==> src/logic/bmmc_pkg.sv <==
// package for the boot mode and module control block
package bmmc_pkg;

   // ***************************************************************
   // sizes and timing
   // ***************************************************************
   localparam int          BMMC_NUM_PROC      = 4;
   localparam int          BMMC_TIMER_W       = 32;
   localparam int          BMMC_SCAN_LEN      = 8;
   localparam int          BMMC_EXPIRE_CYCLES = 4;
   localparam int          BMMC_CLK_PERIOD_NS = 10;
   localparam logic [2:0]  BMMC_PULSE_RST     = 3'h0;
   localparam logic [2:0]  BMMC_PULSE_LOAD    = 3'(BMMC_EXPIRE_CYCLES - 1);

   // ***************************************************************
   // strap carrier
   // ***************************************************************
   typedef struct packed {
      logic rom;
      logic link;
      logic sel;
   } bmmc_strap_t;

   localparam bmmc_strap_t BMMC_STRAP_RST = 3'h0;

   // ***************************************************************
   // boot modes, one hot
   // ***************************************************************
   typedef enum logic [4:0] {
      BMMC_BOOT_EPROM = 5'h01,
      BMMC_BOOT_HOST  = 5'h02,
      BMMC_BOOT_LINK  = 5'h04,
      BMMC_BOOT_NONE  = 5'h08,
      BMMC_BOOT_RESV  = 5'h10
   } bmmc_boot_t;

   localparam bmmc_boot_t BMMC_BOOT_RST = BMMC_BOOT_NONE;

   // strap decode, shared by both processor groups
   function automatic bmmc_boot_t bmmc_decode(input bmmc_strap_t s);
      bmmc_boot_t m;
      m = BMMC_BOOT_RESV;
      if (s.rom && !s.link) begin
         m = BMMC_BOOT_EPROM;
      end else if (!s.rom && s.link && s.sel) begin
         m = BMMC_BOOT_LINK;
      end else if (!s.rom && !s.link && s.sel) begin
         m = BMMC_BOOT_HOST;
      end else if (!s.rom && !s.link && !s.sel) begin
         m = BMMC_BOOT_NONE;
      end
      return m;
   endfunction

endpackage

==> src/logic/bmmc_top.sv <==
// boot mode selection, boot select pins, timers, scan chain, bus float
`timescale 1ns/1ps

// Summary of operation
// - rom strap low: mode from link strap and sampled select pin
// - straps 0,1 and select 1: boot through the link port
// - straps 0,0 and select 1: boot loads from the host processor
// - straps 0,0 and select 0: no boot, run from external memory
// - only the current bus master drives the boot select output
// - select pin is driven only in eprom mode; otherwise it is an input
// - timer expired output high four cycles when an enabled count reaches one
// - one instruction per clock; clock runs steadily above minimum rate
// - scan chain enters at processor a and leaves at processor d
// - test clock is asynchronous and sampled by clk; its edges move only the scan logic
// - bus outputs float when suspend is asserted or module is slave
module bmmc_top
   import bmmc_pkg::*;
#(
   parameter int NPROC    = BMMC_NUM_PROC,
   parameter int TIMER_W  = BMMC_TIMER_W,
   parameter int SCAN_LEN = BMMC_SCAN_LEN
) (
   input  wire logic               clk,
   input  wire logic               arst_n,
   input  wire logic               romBootStrapA,
   input  wire logic               linkBootStrapA,
   input  wire logic               bootMemorySelectAIn,
   output logic                    bootMemorySelectAOut,
   output logic                    bootMemorySelectAOe,
   input  wire logic               romBootStrapGroup,
   input  wire logic               linkBootStrapGroup,
   input  wire logic               bootMemorySelectGroupIn,
   output logic                    bootMemorySelectGroupOut,
   output logic                    bootMemorySelectGroupOe,
   input  wire logic               bootReadA,
   input  wire logic               bootReadGroup,
   input  wire logic               busMasterA,
   input  wire logic               busMasterGroup,
   input  wire logic               suspendBusFloat,
   output logic                    busDriveEn,
   output bmmc_boot_t              bootModeA,
   output bmmc_boot_t              bootModeGroup,
   output logic                    bootModeValid,
   output logic                    strapReserved,
   input  wire logic [NPROC-1:0]   timerEnable,
   input  wire logic [NPROC-1:0]   timerLoad,
   input  wire logic [TIMER_W-1:0] timerPeriod,
   output logic [NPROC-1:0]        timerExpiredOut,
   input  wire logic               testClock,
   input  wire logic               testReset_n,
   input  wire logic               testModeSelect,
   input  wire logic               testDataIn,
   output logic                    testDataOut
);

   // ***************************************************************
   // elaboration checks
   // ***************************************************************
   if (NPROC != 4) begin : g_badProc
      $error("processor count must be four");
   end
   if (TIMER_W < 2 || SCAN_LEN < 1) begin : g_badSize
      $error("timer width or scan length too small");
   end

   // ***************************************************************
   // strap sampling and boot mode latch
   // ***************************************************************
   bmmc_strap_t strapA;
   bmmc_strap_t strapGroup;
   logic        bootLatched;

   // no reset here on purpose: these flops must keep sampling the pins
   // while module reset is held, so the mode is ready at release
   always_ff @(posedge clk) begin
      if (!bootLatched) begin
         strapA     <= {romBootStrapA, linkBootStrapA, bootMemorySelectAIn};
         strapGroup <= {romBootStrapGroup, linkBootStrapGroup,
                        bootMemorySelectGroupIn};
      end
   end

   // the mode is taken once; later strap motion is not followed
   always_ff @(posedge clk or negedge arst_n) begin
      if (!arst_n) begin
         bootLatched   <= 1'b0;
         bootModeValid <= 1'b0;
         bootModeA     <= BMMC_BOOT_RST;
         bootModeGroup <= BMMC_BOOT_RST;
         strapReserved <= 1'b0;
      end else if (!bootLatched) begin
         bootLatched   <= 1'b1;
         bootModeValid <= 1'b1;
         bootModeA     <= bmmc_decode(strapA);
         bootModeGroup <= bmmc_decode(strapGroup);
         strapReserved <= (bmmc_decode(strapA) == BMMC_BOOT_RESV) ||
                          (bmmc_decode(strapGroup) == BMMC_BOOT_RESV);
      end
   end

   // ***************************************************************
   // boot select pins and bus float
   // ***************************************************************
   logic eepromA;
   logic eepromGroup;
   logic driveA;
   logic driveGroup;

   assign eepromA     = bootModeValid && (bootModeA == BMMC_BOOT_EPROM);
   assign eepromGroup = bootModeValid && (bootModeGroup == BMMC_BOOT_EPROM);
   assign driveA      = eepromA && busMasterA && !suspendBusFloat;
   assign driveGroup  = eepromGroup && busMasterGroup && !suspendBusFloat;

   // chip select is active low; outside eprom mode the pin stays an input
   always_ff @(posedge clk or negedge arst_n) begin
      if (!arst_n) begin
         bootMemorySelectAOut     <= 1'b1;
         bootMemorySelectAOe      <= 1'b0;
         bootMemorySelectGroupOut <= 1'b1;
         bootMemorySelectGroupOe  <= 1'b0;
      end else begin
         bootMemorySelectAOut     <= !(bootReadA && eepromA);
         bootMemorySelectAOe      <= driveA;
         bootMemorySelectGroupOut <= !(bootReadGroup && eepromGroup);
         bootMemorySelectGroupOe  <= driveGroup;
      end
   end

   always_ff @(posedge clk or negedge arst_n) begin
      if (!arst_n) begin
         busDriveEn <= 1'b0;
      end else begin
         busDriveEn <= (busMasterA || busMasterGroup) &&
                       !suspendBusFloat;
      end
   end

   // ***************************************************************
   // per processor timers
   // ***************************************************************
   logic [NPROC-1:0] timerFire;

   for (genvar p = 0; p < NPROC; p++) begin : g_timer
      logic [TIMER_W-1:0] period;
      logic [TIMER_W-1:0] count;
      logic [2:0]         pulseLeft;

      // one decrement per clock, as the core runs one instruction a clock
      assign timerFire[p] = timerEnable[p] && !timerLoad[p] &&
                            (count == TIMER_W'(1));

      always_ff @(posedge clk or negedge arst_n) begin
         if (!arst_n) begin
            period <= '0;
            count  <= '0;
         end else if (timerLoad[p]) begin
            period <= timerPeriod;
            count  <= timerPeriod;
         end else if (timerEnable[p]) begin
            if (count <= TIMER_W'(1)) begin
               count <= period;
            end else begin
               count <= count - TIMER_W'(1);
            end
         end
      end

      // a new expiry inside a pulse restarts the four cycle count
      always_ff @(posedge clk or negedge arst_n) begin
         if (!arst_n) begin
            pulseLeft          <= BMMC_PULSE_RST;
            timerExpiredOut[p] <= 1'b0;
         end else if (timerFire[p]) begin
            pulseLeft          <= BMMC_PULSE_LOAD;
            timerExpiredOut[p] <= 1'b1;
         end else if (pulseLeft != BMMC_PULSE_RST) begin
            pulseLeft          <= pulseLeft - 3'h1;
            timerExpiredOut[p] <= 1'b1;
         end else begin
            timerExpiredOut[p] <= 1'b0;
         end
      end
   end

   // ***************************************************************
   // scan chain, processor a first, processor d last
   // ***************************************************************
   logic [2:0] tckSync;
   logic [1:0] trstSync;
   logic       tckRise;
   logic [NPROC*SCAN_LEN-1:0] scanChain;

   // test pins are sampled: the test clock has no fixed phase to clk
   always_ff @(posedge clk or negedge arst_n) begin
      if (!arst_n) begin
         tckSync  <= 3'h0;
         trstSync <= 2'h0;
      end else begin
         tckSync  <= {tckSync[1:0], testClock};
         trstSync <= {trstSync[0], testReset_n};
      end
   end

   assign tckRise = tckSync[1] && !tckSync[2];

   // test clock edges move only the scan cells, nothing else
   always_ff @(posedge clk or negedge arst_n) begin
      if (!arst_n) begin
         scanChain   <= '0;
         testDataOut <= 1'b0;
      end else if (!trstSync[1]) begin
         scanChain   <= '0;
         testDataOut <= 1'b0;
      end else if (tckRise && !testModeSelect) begin
         scanChain   <= {scanChain[NPROC*SCAN_LEN-2:0], testDataIn};
         testDataOut <= scanChain[NPROC*SCAN_LEN-1];
      end
   end

   // ***************************************************************
   // assertions
   // ***************************************************************
   eprom_drive_a : assert property (
      @(posedge clk) disable iff (!arst_n)
      driveA |=> bootMemorySelectAOe)
      else $error("boot select a not driven by master");

   select_input_a : assert property (
      @(posedge clk) disable iff (!arst_n)
      (bootModeValid && bootModeA != BMMC_BOOT_EPROM)
         |=> !bootMemorySelectAOe)
      else $error("boot select a driven outside eprom mode");

   group_float_a : assert property (
      @(posedge clk) disable iff (!arst_n)
      !busMasterGroup |=> !bootMemorySelectGroupOe)
      else $error("group boot select driven while slave");

   mode_decode_a : assert property (
      @(posedge clk) disable iff (!arst_n)
      $rose(bootModeValid) |->
         bootModeA == bmmc_decode($past(strapA)))
      else $error("boot mode a decode wrong");

   group_hold_a : assert property (
      @(posedge clk) disable iff (!arst_n)
      bootModeValid |=> bootModeValid && $stable(bootModeGroup))
      else $error("group boot mode changed after latch");

   expire_pulse_a : assert property (
      @(posedge clk) disable iff (!arst_n)
      timerFire[0] |=> timerExpiredOut[0] [*4])
      else $error("timer expired pulse shorter than four");

   expire_end_a : assert property (
      @(posedge clk) disable iff (!arst_n)
      (!timerFire[0] [*4]) |=> !timerExpiredOut[0])
      else $error("timer expired pulse too long");

   bus_float_a : assert property (
      @(posedge clk) disable iff (!arst_n)
      (suspendBusFloat || !(busMasterA || busMasterGroup))
         |=> !busDriveEn && !bootMemorySelectAOe)
      else $error("bus driven while suspended or slave");

   scan_out_a : assert property (
      @(posedge clk) disable iff (!arst_n)
      (trstSync[1] && tckRise && !testModeSelect) |=>
         testDataOut == $past(scanChain[NPROC*SCAN_LEN-1]))
      else $error("scan output not from last cell");

   scan_reset_a : assert property (
      @(posedge clk) disable iff (!arst_n)
      !trstSync[1] |=> !testDataOut && scanChain == '0)
      else $error("test reset did not clear scan chain");

   group_drive_a : assert property (
      @(posedge clk) disable iff (!arst_n)
      driveGroup |=> bootMemorySelectGroupOe)
      else $error("group boot select not driven by master");

   chip_select_a : assert property (
      @(posedge clk) disable iff (!arst_n)
      (bootReadA && eepromA) |=> !bootMemorySelectAOut)
      else $error("boot select a not strobed in eprom read");

   select_idle_a : assert property (
      @(posedge clk) disable iff (!arst_n)
      !eepromA |=> bootMemorySelectAOut)
      else $error("boot select a strobed outside eprom mode");

   group_decode_a : assert property (
      @(posedge clk) disable iff (!arst_n)
      $rose(bootModeValid) |->
         bootModeGroup == bmmc_decode($past(strapGroup)))
      else $error("group boot mode decode wrong");

   mode_hold_a : assert property (
      @(posedge clk) disable iff (!arst_n)
      bootModeValid |=> $stable(bootModeA))
      else $error("boot mode a changed after latch");

   bus_drive_a : assert property (
      @(posedge clk) disable iff (!arst_n)
      (busMasterA && !suspendBusFloat) |=> busDriveEn)
      else $error("bus not driven by master");

endmodule

==> config.mk <==
export PLATFORM = sky130hd
export DESIGN_NAME = bmmc_top
export DESIGN_NICKNAME = d
export VERILOG_FILES = /design/src/logic/bmmc_pkg.sv /design/src/logic/bmmc_top.sv
export SDC_FILE = /design/constraint.sdc
export NUM_CORES = 1
export LEC_CHECK = 0
export CAP_MARGIN = 15
export CORE_ASPECT_RATIO = 1.5
export CORE_MARGIN = 2
export CORE_UTILIZATION = 58
export CTS_BUF_LIST = sky130_fd_sc_hd__clkbuf_4 sky130_fd_sc_hd__clkbuf_8 sky130_fd_sc_hd__clkbuf_16
export DETAILED_ROUTE_END_ITERATION = 7
export DONT_BUFFER_PORTS = 1
export PLACE_DENSITY = 0.76
export SETUP_SLACK_MARGIN = 0.3
export SLEW_MARGIN = 25
export SYNTH_ARGS = -nofsm -noshare
export SYNTH_HDL_FRONTEND = slang
export SYNTH_SLANG_ARGS = --single-unit
==> constraint.sdc <==
create_clock -name clk -period 2.5 [get_ports clk]
set_input_delay 0.25 -clock clk [delete_from_list [all_inputs] [get_ports clk]]
set_output_delay 0.25 -clock clk [all_outputs]
set_load 0.02 [all_outputs]
==> results.md, run 1 <==
* Post-synthesis sequential area ratio at 0.491
* Finished Layout Cells at 2284
* Main synth FF type: dfrtp_1
* Skew final at 0.0361 ns
* CTS Hold Bufs at 61
* Slew headroom at 0.442
* CTS Buffer Depth at 3
* First-pass GRT wire length at 77000 µm
* Mapped Cells at 1724
* Ys async rst share at 0.982
* Fin worst setup slack at -0.0288 ns
* Synth warn at 0
* Drt wl/cell at 22.3 µm
* Failing checks: hold timing, setup timing
* Worst path top cell family by delay: simple AND/OR/NAND/NOR gates
* First-pass detailed-route iteration total at 5
* CTS tree: done
* Number of setup violations in the final report at 10
* Largest stage delay on the critical path at 0.54 ns
* Ports at 79
* Buffers on Ports at 0
* CP arrival at 3.00 ns
* Pwr dens at 679 nW/µm²
* Share of the synthesized area in the top cell type at 0.474
* GR Overflow Total at 0
* Layout Nets at 1926
* Total nets after synthesis at 1797
* Final Power at 14.5 mW
* Worst vdd ir at 629 µV
* Routed WL at 51000 µm
* Max Cap Viol at 0
* Fin util at 0.728
* Worst-path cell chain: or4_4, or4_4, or4_4, buf_6, buf_4, nor2_2, o311ai_1
* Status: finished, violations left
* Cells taking the most area after synthesis: dfrtp_1 (47%), mux2_2 (6.8%), o21ai_0 (5.1%)
* # DRC at 0
* Routability Congestion at 0.876
* WP buf/inv at 2
* Tmin final at 2.53 ns
* Actual slew at the worst max-slew pin at 0.837 ns
* CP endpoint kind: flip-flop
* Initial Util at 0.584
* Leakage at 8.49 nW
* CTS H-Tree Depth at 1
* Clock buffer count from CTS at 31
* DRT iter0 DRCs at 1516
* Syn avg cell area at 9.92 µm²
* Fin crit share at 1.01
* Pin count of the biggest net entering global routing at 329
* Sink Count at 334
* Hold Path Class: input pin to asynchronous set/reset pin
* Yosys reg bits at 334
* Cell area after synthesis at 17100 µm²
* Dpl hpwl at 28000 µm
* Final ANT Viol Nets at 0
* Layout Area Growth over Synthesis at 24.6%
* CTS root buffer: clkbuf_16
* Antenna violations before repair at 9
* Setup crit start kind: flip-flop
* Peak Freq at 395 MHz
* Setup CP Type: flip-flop to flip-flop
* Dpl ws at -0.146 ns
* CP max FO at 4
* Post-synth top cells: dfrtp_1 (324), o21ai_0 (174), nand2_1 (167)
* Cells after DPL at 2097
* Hold WS at -0.646 ns
* FP Rows at 77
* Critical path depth at 7
* Share of cells above drive strength 1 at 0.260
* RSZ-0062 raised after global routing: yes
* CP most frequent cell: or4_4
* Total Routing Usage GR at 0.313
* Worst-Skew Late Latency at 0.62 ns
* Reg clk slew, reported paths at 0.07 ns
* Vias in the first global route at 14600
* Synth unique cells at 66
* Post-synth EDFFs at 6
* Core area at 29300 µm²
* Slew Limit Fails at 0
* R2r worst-path depth at 7
* Yosys top cell by area: dfrtp_1
* Endpoints failing hold at 328
* Die X at 144 µm
* Most common cell in the synthesized netlist: dfrtp_1
* Die ar. at 30900 µm²
* DR vias at 15000
* Avg Vias per Cell at 6.58
* Die Height at 214 µm
* CP Data Required Time at 2.97 ns
* CP max-delay cell: or4_4
cells in the final DEF, fill, tap and decap left out, types with 56 or more instances in the layout:
cell / Yosys / final
dfrtp_1: 324 / 316
o21ai_0: 174 / 110
nand2_1: 167 / 161
xnor2_1: 57 / 57
buf_4: 1 / 102
dlygate4sd3_1: 0 / 57
mux2_2: 103 / 103
nor2_1: 101 / 78
nor3_1: 76 / 56
a22oi_1: 70 / 70
stage by stage:
| step | area [µm²] | TNS, ns |
|---|---|---|
| floorplan | 17300 | -0.198 |
| global placement | 18000 | -0.899 |
| detailed placement | 18000 | -2.28 |
| CTS | 20300 | 0 |
| global route | 21300 | -1.32 |
| finish | 21300 | -0.132 |
registers in the layout (all words and copies together) (netlist names):
signal,flops
bootLatched,1
bootMemorySelectAOe,1
bootMemorySelectAOut,1
bootMemorySelectGroupOe,1
bootMemorySelectGroupOut,1
bootModeA,5
bootModeGroup,5
bootModeValid,1
busDriveEn,1
g_timer.count,128
g_timer.period,128
g_timer.pulseLeft,12
scanChain,32
strapA,3
strapGroup,3
strapReserved,1
tckSync,3
testDataOut,1
timerExpiredOut,4
trstSync,2
layer usage:
layer | global-route usage | wire length [µm]
met2 | 0.506 | 24700
met3 | 0.0552 | 4100
met1 | 0.385 | 18600
met5 | 0 | 0
met4 | 0.202 | 3700
cells by family (layout without fill, tap and decap cells):
| group | Yosys count | in the layout | share of synthesized area |
|---|---|---|---|
| multiplexers | 120 | 120 | 0.0777 |
| AO/OA/AOI/OAI | 442 | 442 | 0.173 |
| buffers and inverters | 161 | 315 | 0.0373 |
| AND/OR/NAND/NOR | 575 | 575 | 0.171 |
| flip-flops | 334 | 334 | 0.491 |
| adder cells (fa/ha/maj) | 16 | 16 | 0.0117 |
| XOR/XNOR | 75 | 75 | 0.0384 |
| other | 1 | 12 | 0.000219 |
repair_timing:
item	4_1_cts	5_1_grt
resized for setup	102	183
endpoints found under the hold margin	598	328
setup buffers	18	33
setup endpoints to repair	117	126
pin swaps	43	70
cloned	1	5
power by group:
part           switching (mW)  internal (mW)
registers               0.610           6.01
logic                    1.30           1.23
clock network            2.26           3.08
final timing paths:
path | from | end | slack [ns]
worst max-delay path | g_timer[1].count[28]$_DFFE_PN0P_ | g_timer[1].count[3]$_DFFE_PN0P_ | -0.03
worst min-delay path | arst_n | timerExpiredOut[0]$_DFF_PN0_ | -0.65
worst max register to register | g_timer[1].count[28]$_DFFE_PN0P_ | g_timer[1].count[3]$_DFFE_PN0P_ | -0.03
worst min register to register | trstSync[0]$_DFF_PN0_ | trstSync[1]$_DFF_PN0_ | 0.35
max in group asynchronous | arst_n | g_timer[1].pulseLeft[1]$_DFFE_PN0P_ | 2.68
min in group clk | timerLoad[1] | g_timer[1].pulseLeft[1]$_DFFE_PN0P_ | 0.04
cell type report:
class	count	area, µm²
Clock inverter	20	283
Clock buffer	38	860
Sequential cell	334	8400
Multi-Input combinational cell	1229	9010
Antenna cell	11	27.5
Timing Repair Buffer	209	2060
Inverter	48	180
Tap cell	395	494
Fill cell	1968	7970
No activity file was read; power rests on OpenSTA's default activity.
==> inputs of run 2 (changes only) <==
--- a/config.mk
+++ b/config.mk
@@ -8,10 +8,9 @@
 export CAP_MARGIN = 15
 export CORE_ASPECT_RATIO = 1.5
-export CORE_MARGIN = 2
 export CORE_UTILIZATION = 58
 export CTS_BUF_LIST = sky130_fd_sc_hd__clkbuf_4 sky130_fd_sc_hd__clkbuf_8 sky130_fd_sc_hd__clkbuf_16
 export DETAILED_ROUTE_END_ITERATION = 7
 export DONT_BUFFER_PORTS = 1
-export PLACE_DENSITY = 0.76
+export PLACE_DENSITY = 0.83
 export SETUP_SLACK_MARGIN = 0.3
 export SLEW_MARGIN = 25
==> constraint.sdc (replaced) <==
create_clock -name clk -period 2.5 [get_ports clk]
set_input_delay 0.25 -clock clk [delete_from_list [all_inputs] [get_ports clk]]
set_output_delay 0.25 -clock clk [all_outputs]
set_load 0.1 [all_outputs]
==> run 2 against run 1 <==
  * The flow finishes with violations (DRC, hold timing, setup timing)
  * Clock skew down 0.015 ns
  * Flip-flop and latch count stayed put
  * Core utilization is 2.1 points higher
  * Sequential share of layout area is 0.57 points lower
  * Combinational power up 7.9%
  * Critical endpoint is now g_timer[1].count[5]$_DFFE_PN0P_
  * Largest cell class unchanged
  * Highest routed layer is now met5
==> results.md, run 2 (same netlist as run 1, synthesis figures left out) <==
* Core area at 28900 µm²
* Setup CP Type: flip-flop to flip-flop
* Fin worst setup slack at -0.0554 ns
* CTS Buffer Depth at 3
* Share of cells above drive strength 1 at 0.274
* Antenna violations before repair at 4
* Routability Congestion at 0.892
* # DRC at 25
* Worst vdd ir at 674 µV
* Clock buffer count from CTS at 35
* Met1 wire length at 19100 µm
* Status: finished, violations left
* DR vias at 16000
* Peak Freq at 391 MHz
* Initial Util at 0.592
* Met2 routed WL at 27100 µm
* Max layer used: met5
* Failing checks: DRC, hold timing, setup timing
* Met3 WL at 6420 µm
* GR Overflow Total at 0
* Routed WL at 57900 µm
* Die X at 142 µm
* Top Registers: g_timer.count: 128 flops, g_timer.period: 128 flops, scanChain: 32 flops
* CP endpoint kind: flip-flop
* CP arrival at 2.93 ns
* Total Routing Usage GR at 0.344
* Worst-Skew Late Latency at 0.55 ns
* DRT iter0 DRCs at 2182
* RSZ-0062 raised after global routing: yes
* Drt wl/cell at 25.3 µm
* Pwr dens at 704 nW/µm²
* Setup crit start kind: flip-flop
* Actual slew at the worst max-slew pin at 0.934 ns
* FP Rows at 76
* Endpoints failing hold at 329
* Fin crit share at 1.02
* R2r setup slk at -0.06 ns
* Leakage at 8.62 nW
* CTS Hold Bufs at 61
* Hold Path Class: input pin to asynchronous set/reset pin
* Layout Nets at 1942
* Hold WS at -0.592 ns
* First-pass detailed-route iteration total at 8
* Most frequent cells in the layout: dfrtp_1 (314), nand2_1 (164), buf_4 (116), mux2_2 (103), o21ai_0 (86)
* Buffers on Ports at 0
* Tmin final at 2.56 ns
* Number of setup violations in the final report at 4
* Avg Vias per Cell at 6.98
* Skew final at 0.0209 ns
* First-pass GRT wire length at 80600 µm
* CTS root buffer: clkbuf_16
* Die Height at 212 µm
* Finished Cell Area at 21600 µm²
* Placed Area at 18000 µm²
* Ports at 79
* Reg clk slew, reported paths at 0.07 ns
* CP Data Required Time at 2.87 ns
* Pin count of the biggest net entering global routing at 329
* Die ar. at 30200 µm²
* Max Cap Viol at 0
* CP max FO at 7
* Slew headroom at 0.377
* Vias in the first global route at 15400
* Final ANT Viol Nets at 0
* Slew Limit Fails at 0
* Layout Area Growth over Synthesis at 26.4%
* Dpl ws at -0.258 ns
* CTS H-Tree Depth at 2
* Sink Count at 334
* CTS tree: done
* Dpl hpwl at 28800 µm
* Most common cell after layout, fill and taps aside: dfrtp_1
-- run 2: changes by cell type in the layout (fill, tap and decap cells not counted), moves of 6 or more --
cell / delta
nor2_4: +9
o21ai_1: +7
clkbuf_16: +8
a31oi_4: -6
o21ai_2: +13
o21ai_0: -24
o311ai_1: -7
buf_4: +14
nor2_2: -11
-- run 2: through the flow --
| stage | util | instances | TNS [ns] | power (mW) |
|---|---|---|---|---|
| floorplan | - | 1724 | -0.198 | 8.34 |
| finish | 0.748 | 2290 | -0.130 | 15.2 |
| global route | 0.748 | 2287 | -0.682 | 15.7 |
| detailed placement | 0.623 | 2096 | -2.16 | 8.84 |
| global placement | 0.623 | 2096 | -1.25 | 8.69 |
| CTS | 0.708 | 2241 | 0 | 14.7 |
-- run 2: area by class of cell --
cell class	count	area, µm²
Antenna cell	6	15.0
Sequential cell	334	8410
Multi-Input combinational cell	1231	9160
Tap cell	390	488
Inverter	48	180
Timing Repair Buffer	219	2160
Fill cell	1699	7280
Clock inverter	12	153
Clock buffer	50	1070
-- run 2: worst max-delay path: stages, from the launching register on --
cell and delay, ns:
dfrtp_1 0.38, or4_4 0.54, or4_4 0.44, or4_4 0.54, buf_6 0.18, nor2_4 0.15
o311ai_2 0.15
-- run 2: report_power, final --
group	internal, mW	leakage (nW)	total, mW	switching [mW]
logic	1.23	3.99	2.72	1.49
registers	6.01	4.03	6.89	0.881
clock network	3.30	0.601	5.62	2.32
total	10.5	8.62	15.2	4.69
-- run 2: final timing paths --
| check | start | end | depth (start not counted) |
|---|---|---|---|
| setup reg to reg | g_timer[1].count[26]$_DFFE_PN0P_ | g_timer[1].count[5]$_DFFE_PN0P_ | 6 |
| hold reg to reg | tckSync[0]$_DFF_PN0_ | tckSync[1]$_DFF_PN0_ | 0 |
| min in group clk | timerPeriod[13] | g_timer[3].count[13]$_DFFE_PN0P_ | 3 |
| hold / removal | arst_n | g_timer[2].pulseLeft[2]$_DFFE_PN0P_ | 0 |
| max in group asynchronous | arst_n | g_timer[0].count[0]$_DFFE_PN0P_ | 0 |
| setup / recovery | g_timer[1].count[26]$_DFFE_PN0P_ | g_timer[1].count[5]$_DFFE_PN0P_ | 6 |
-- run 2: layer usage --
layer,vias up,GRT usage
met4,2,0.239
li1,6648,-
met5,-,0
met1,7670,0.391
met3,471,0.0759
met2,1194,0.575
-- run 2: what timing repair did --
| item | in CTS | in global routing |
|---|---|---|
| cloned | 3 | 6 |
| endpoints found under the hold margin | 600 | 328 |
| resized for setup | 106 | 227 |
| setup buffers | 19 | 37 |
| pin swaps | 31 | 71 |
| setup endpoints to repair | 117 | 122 |
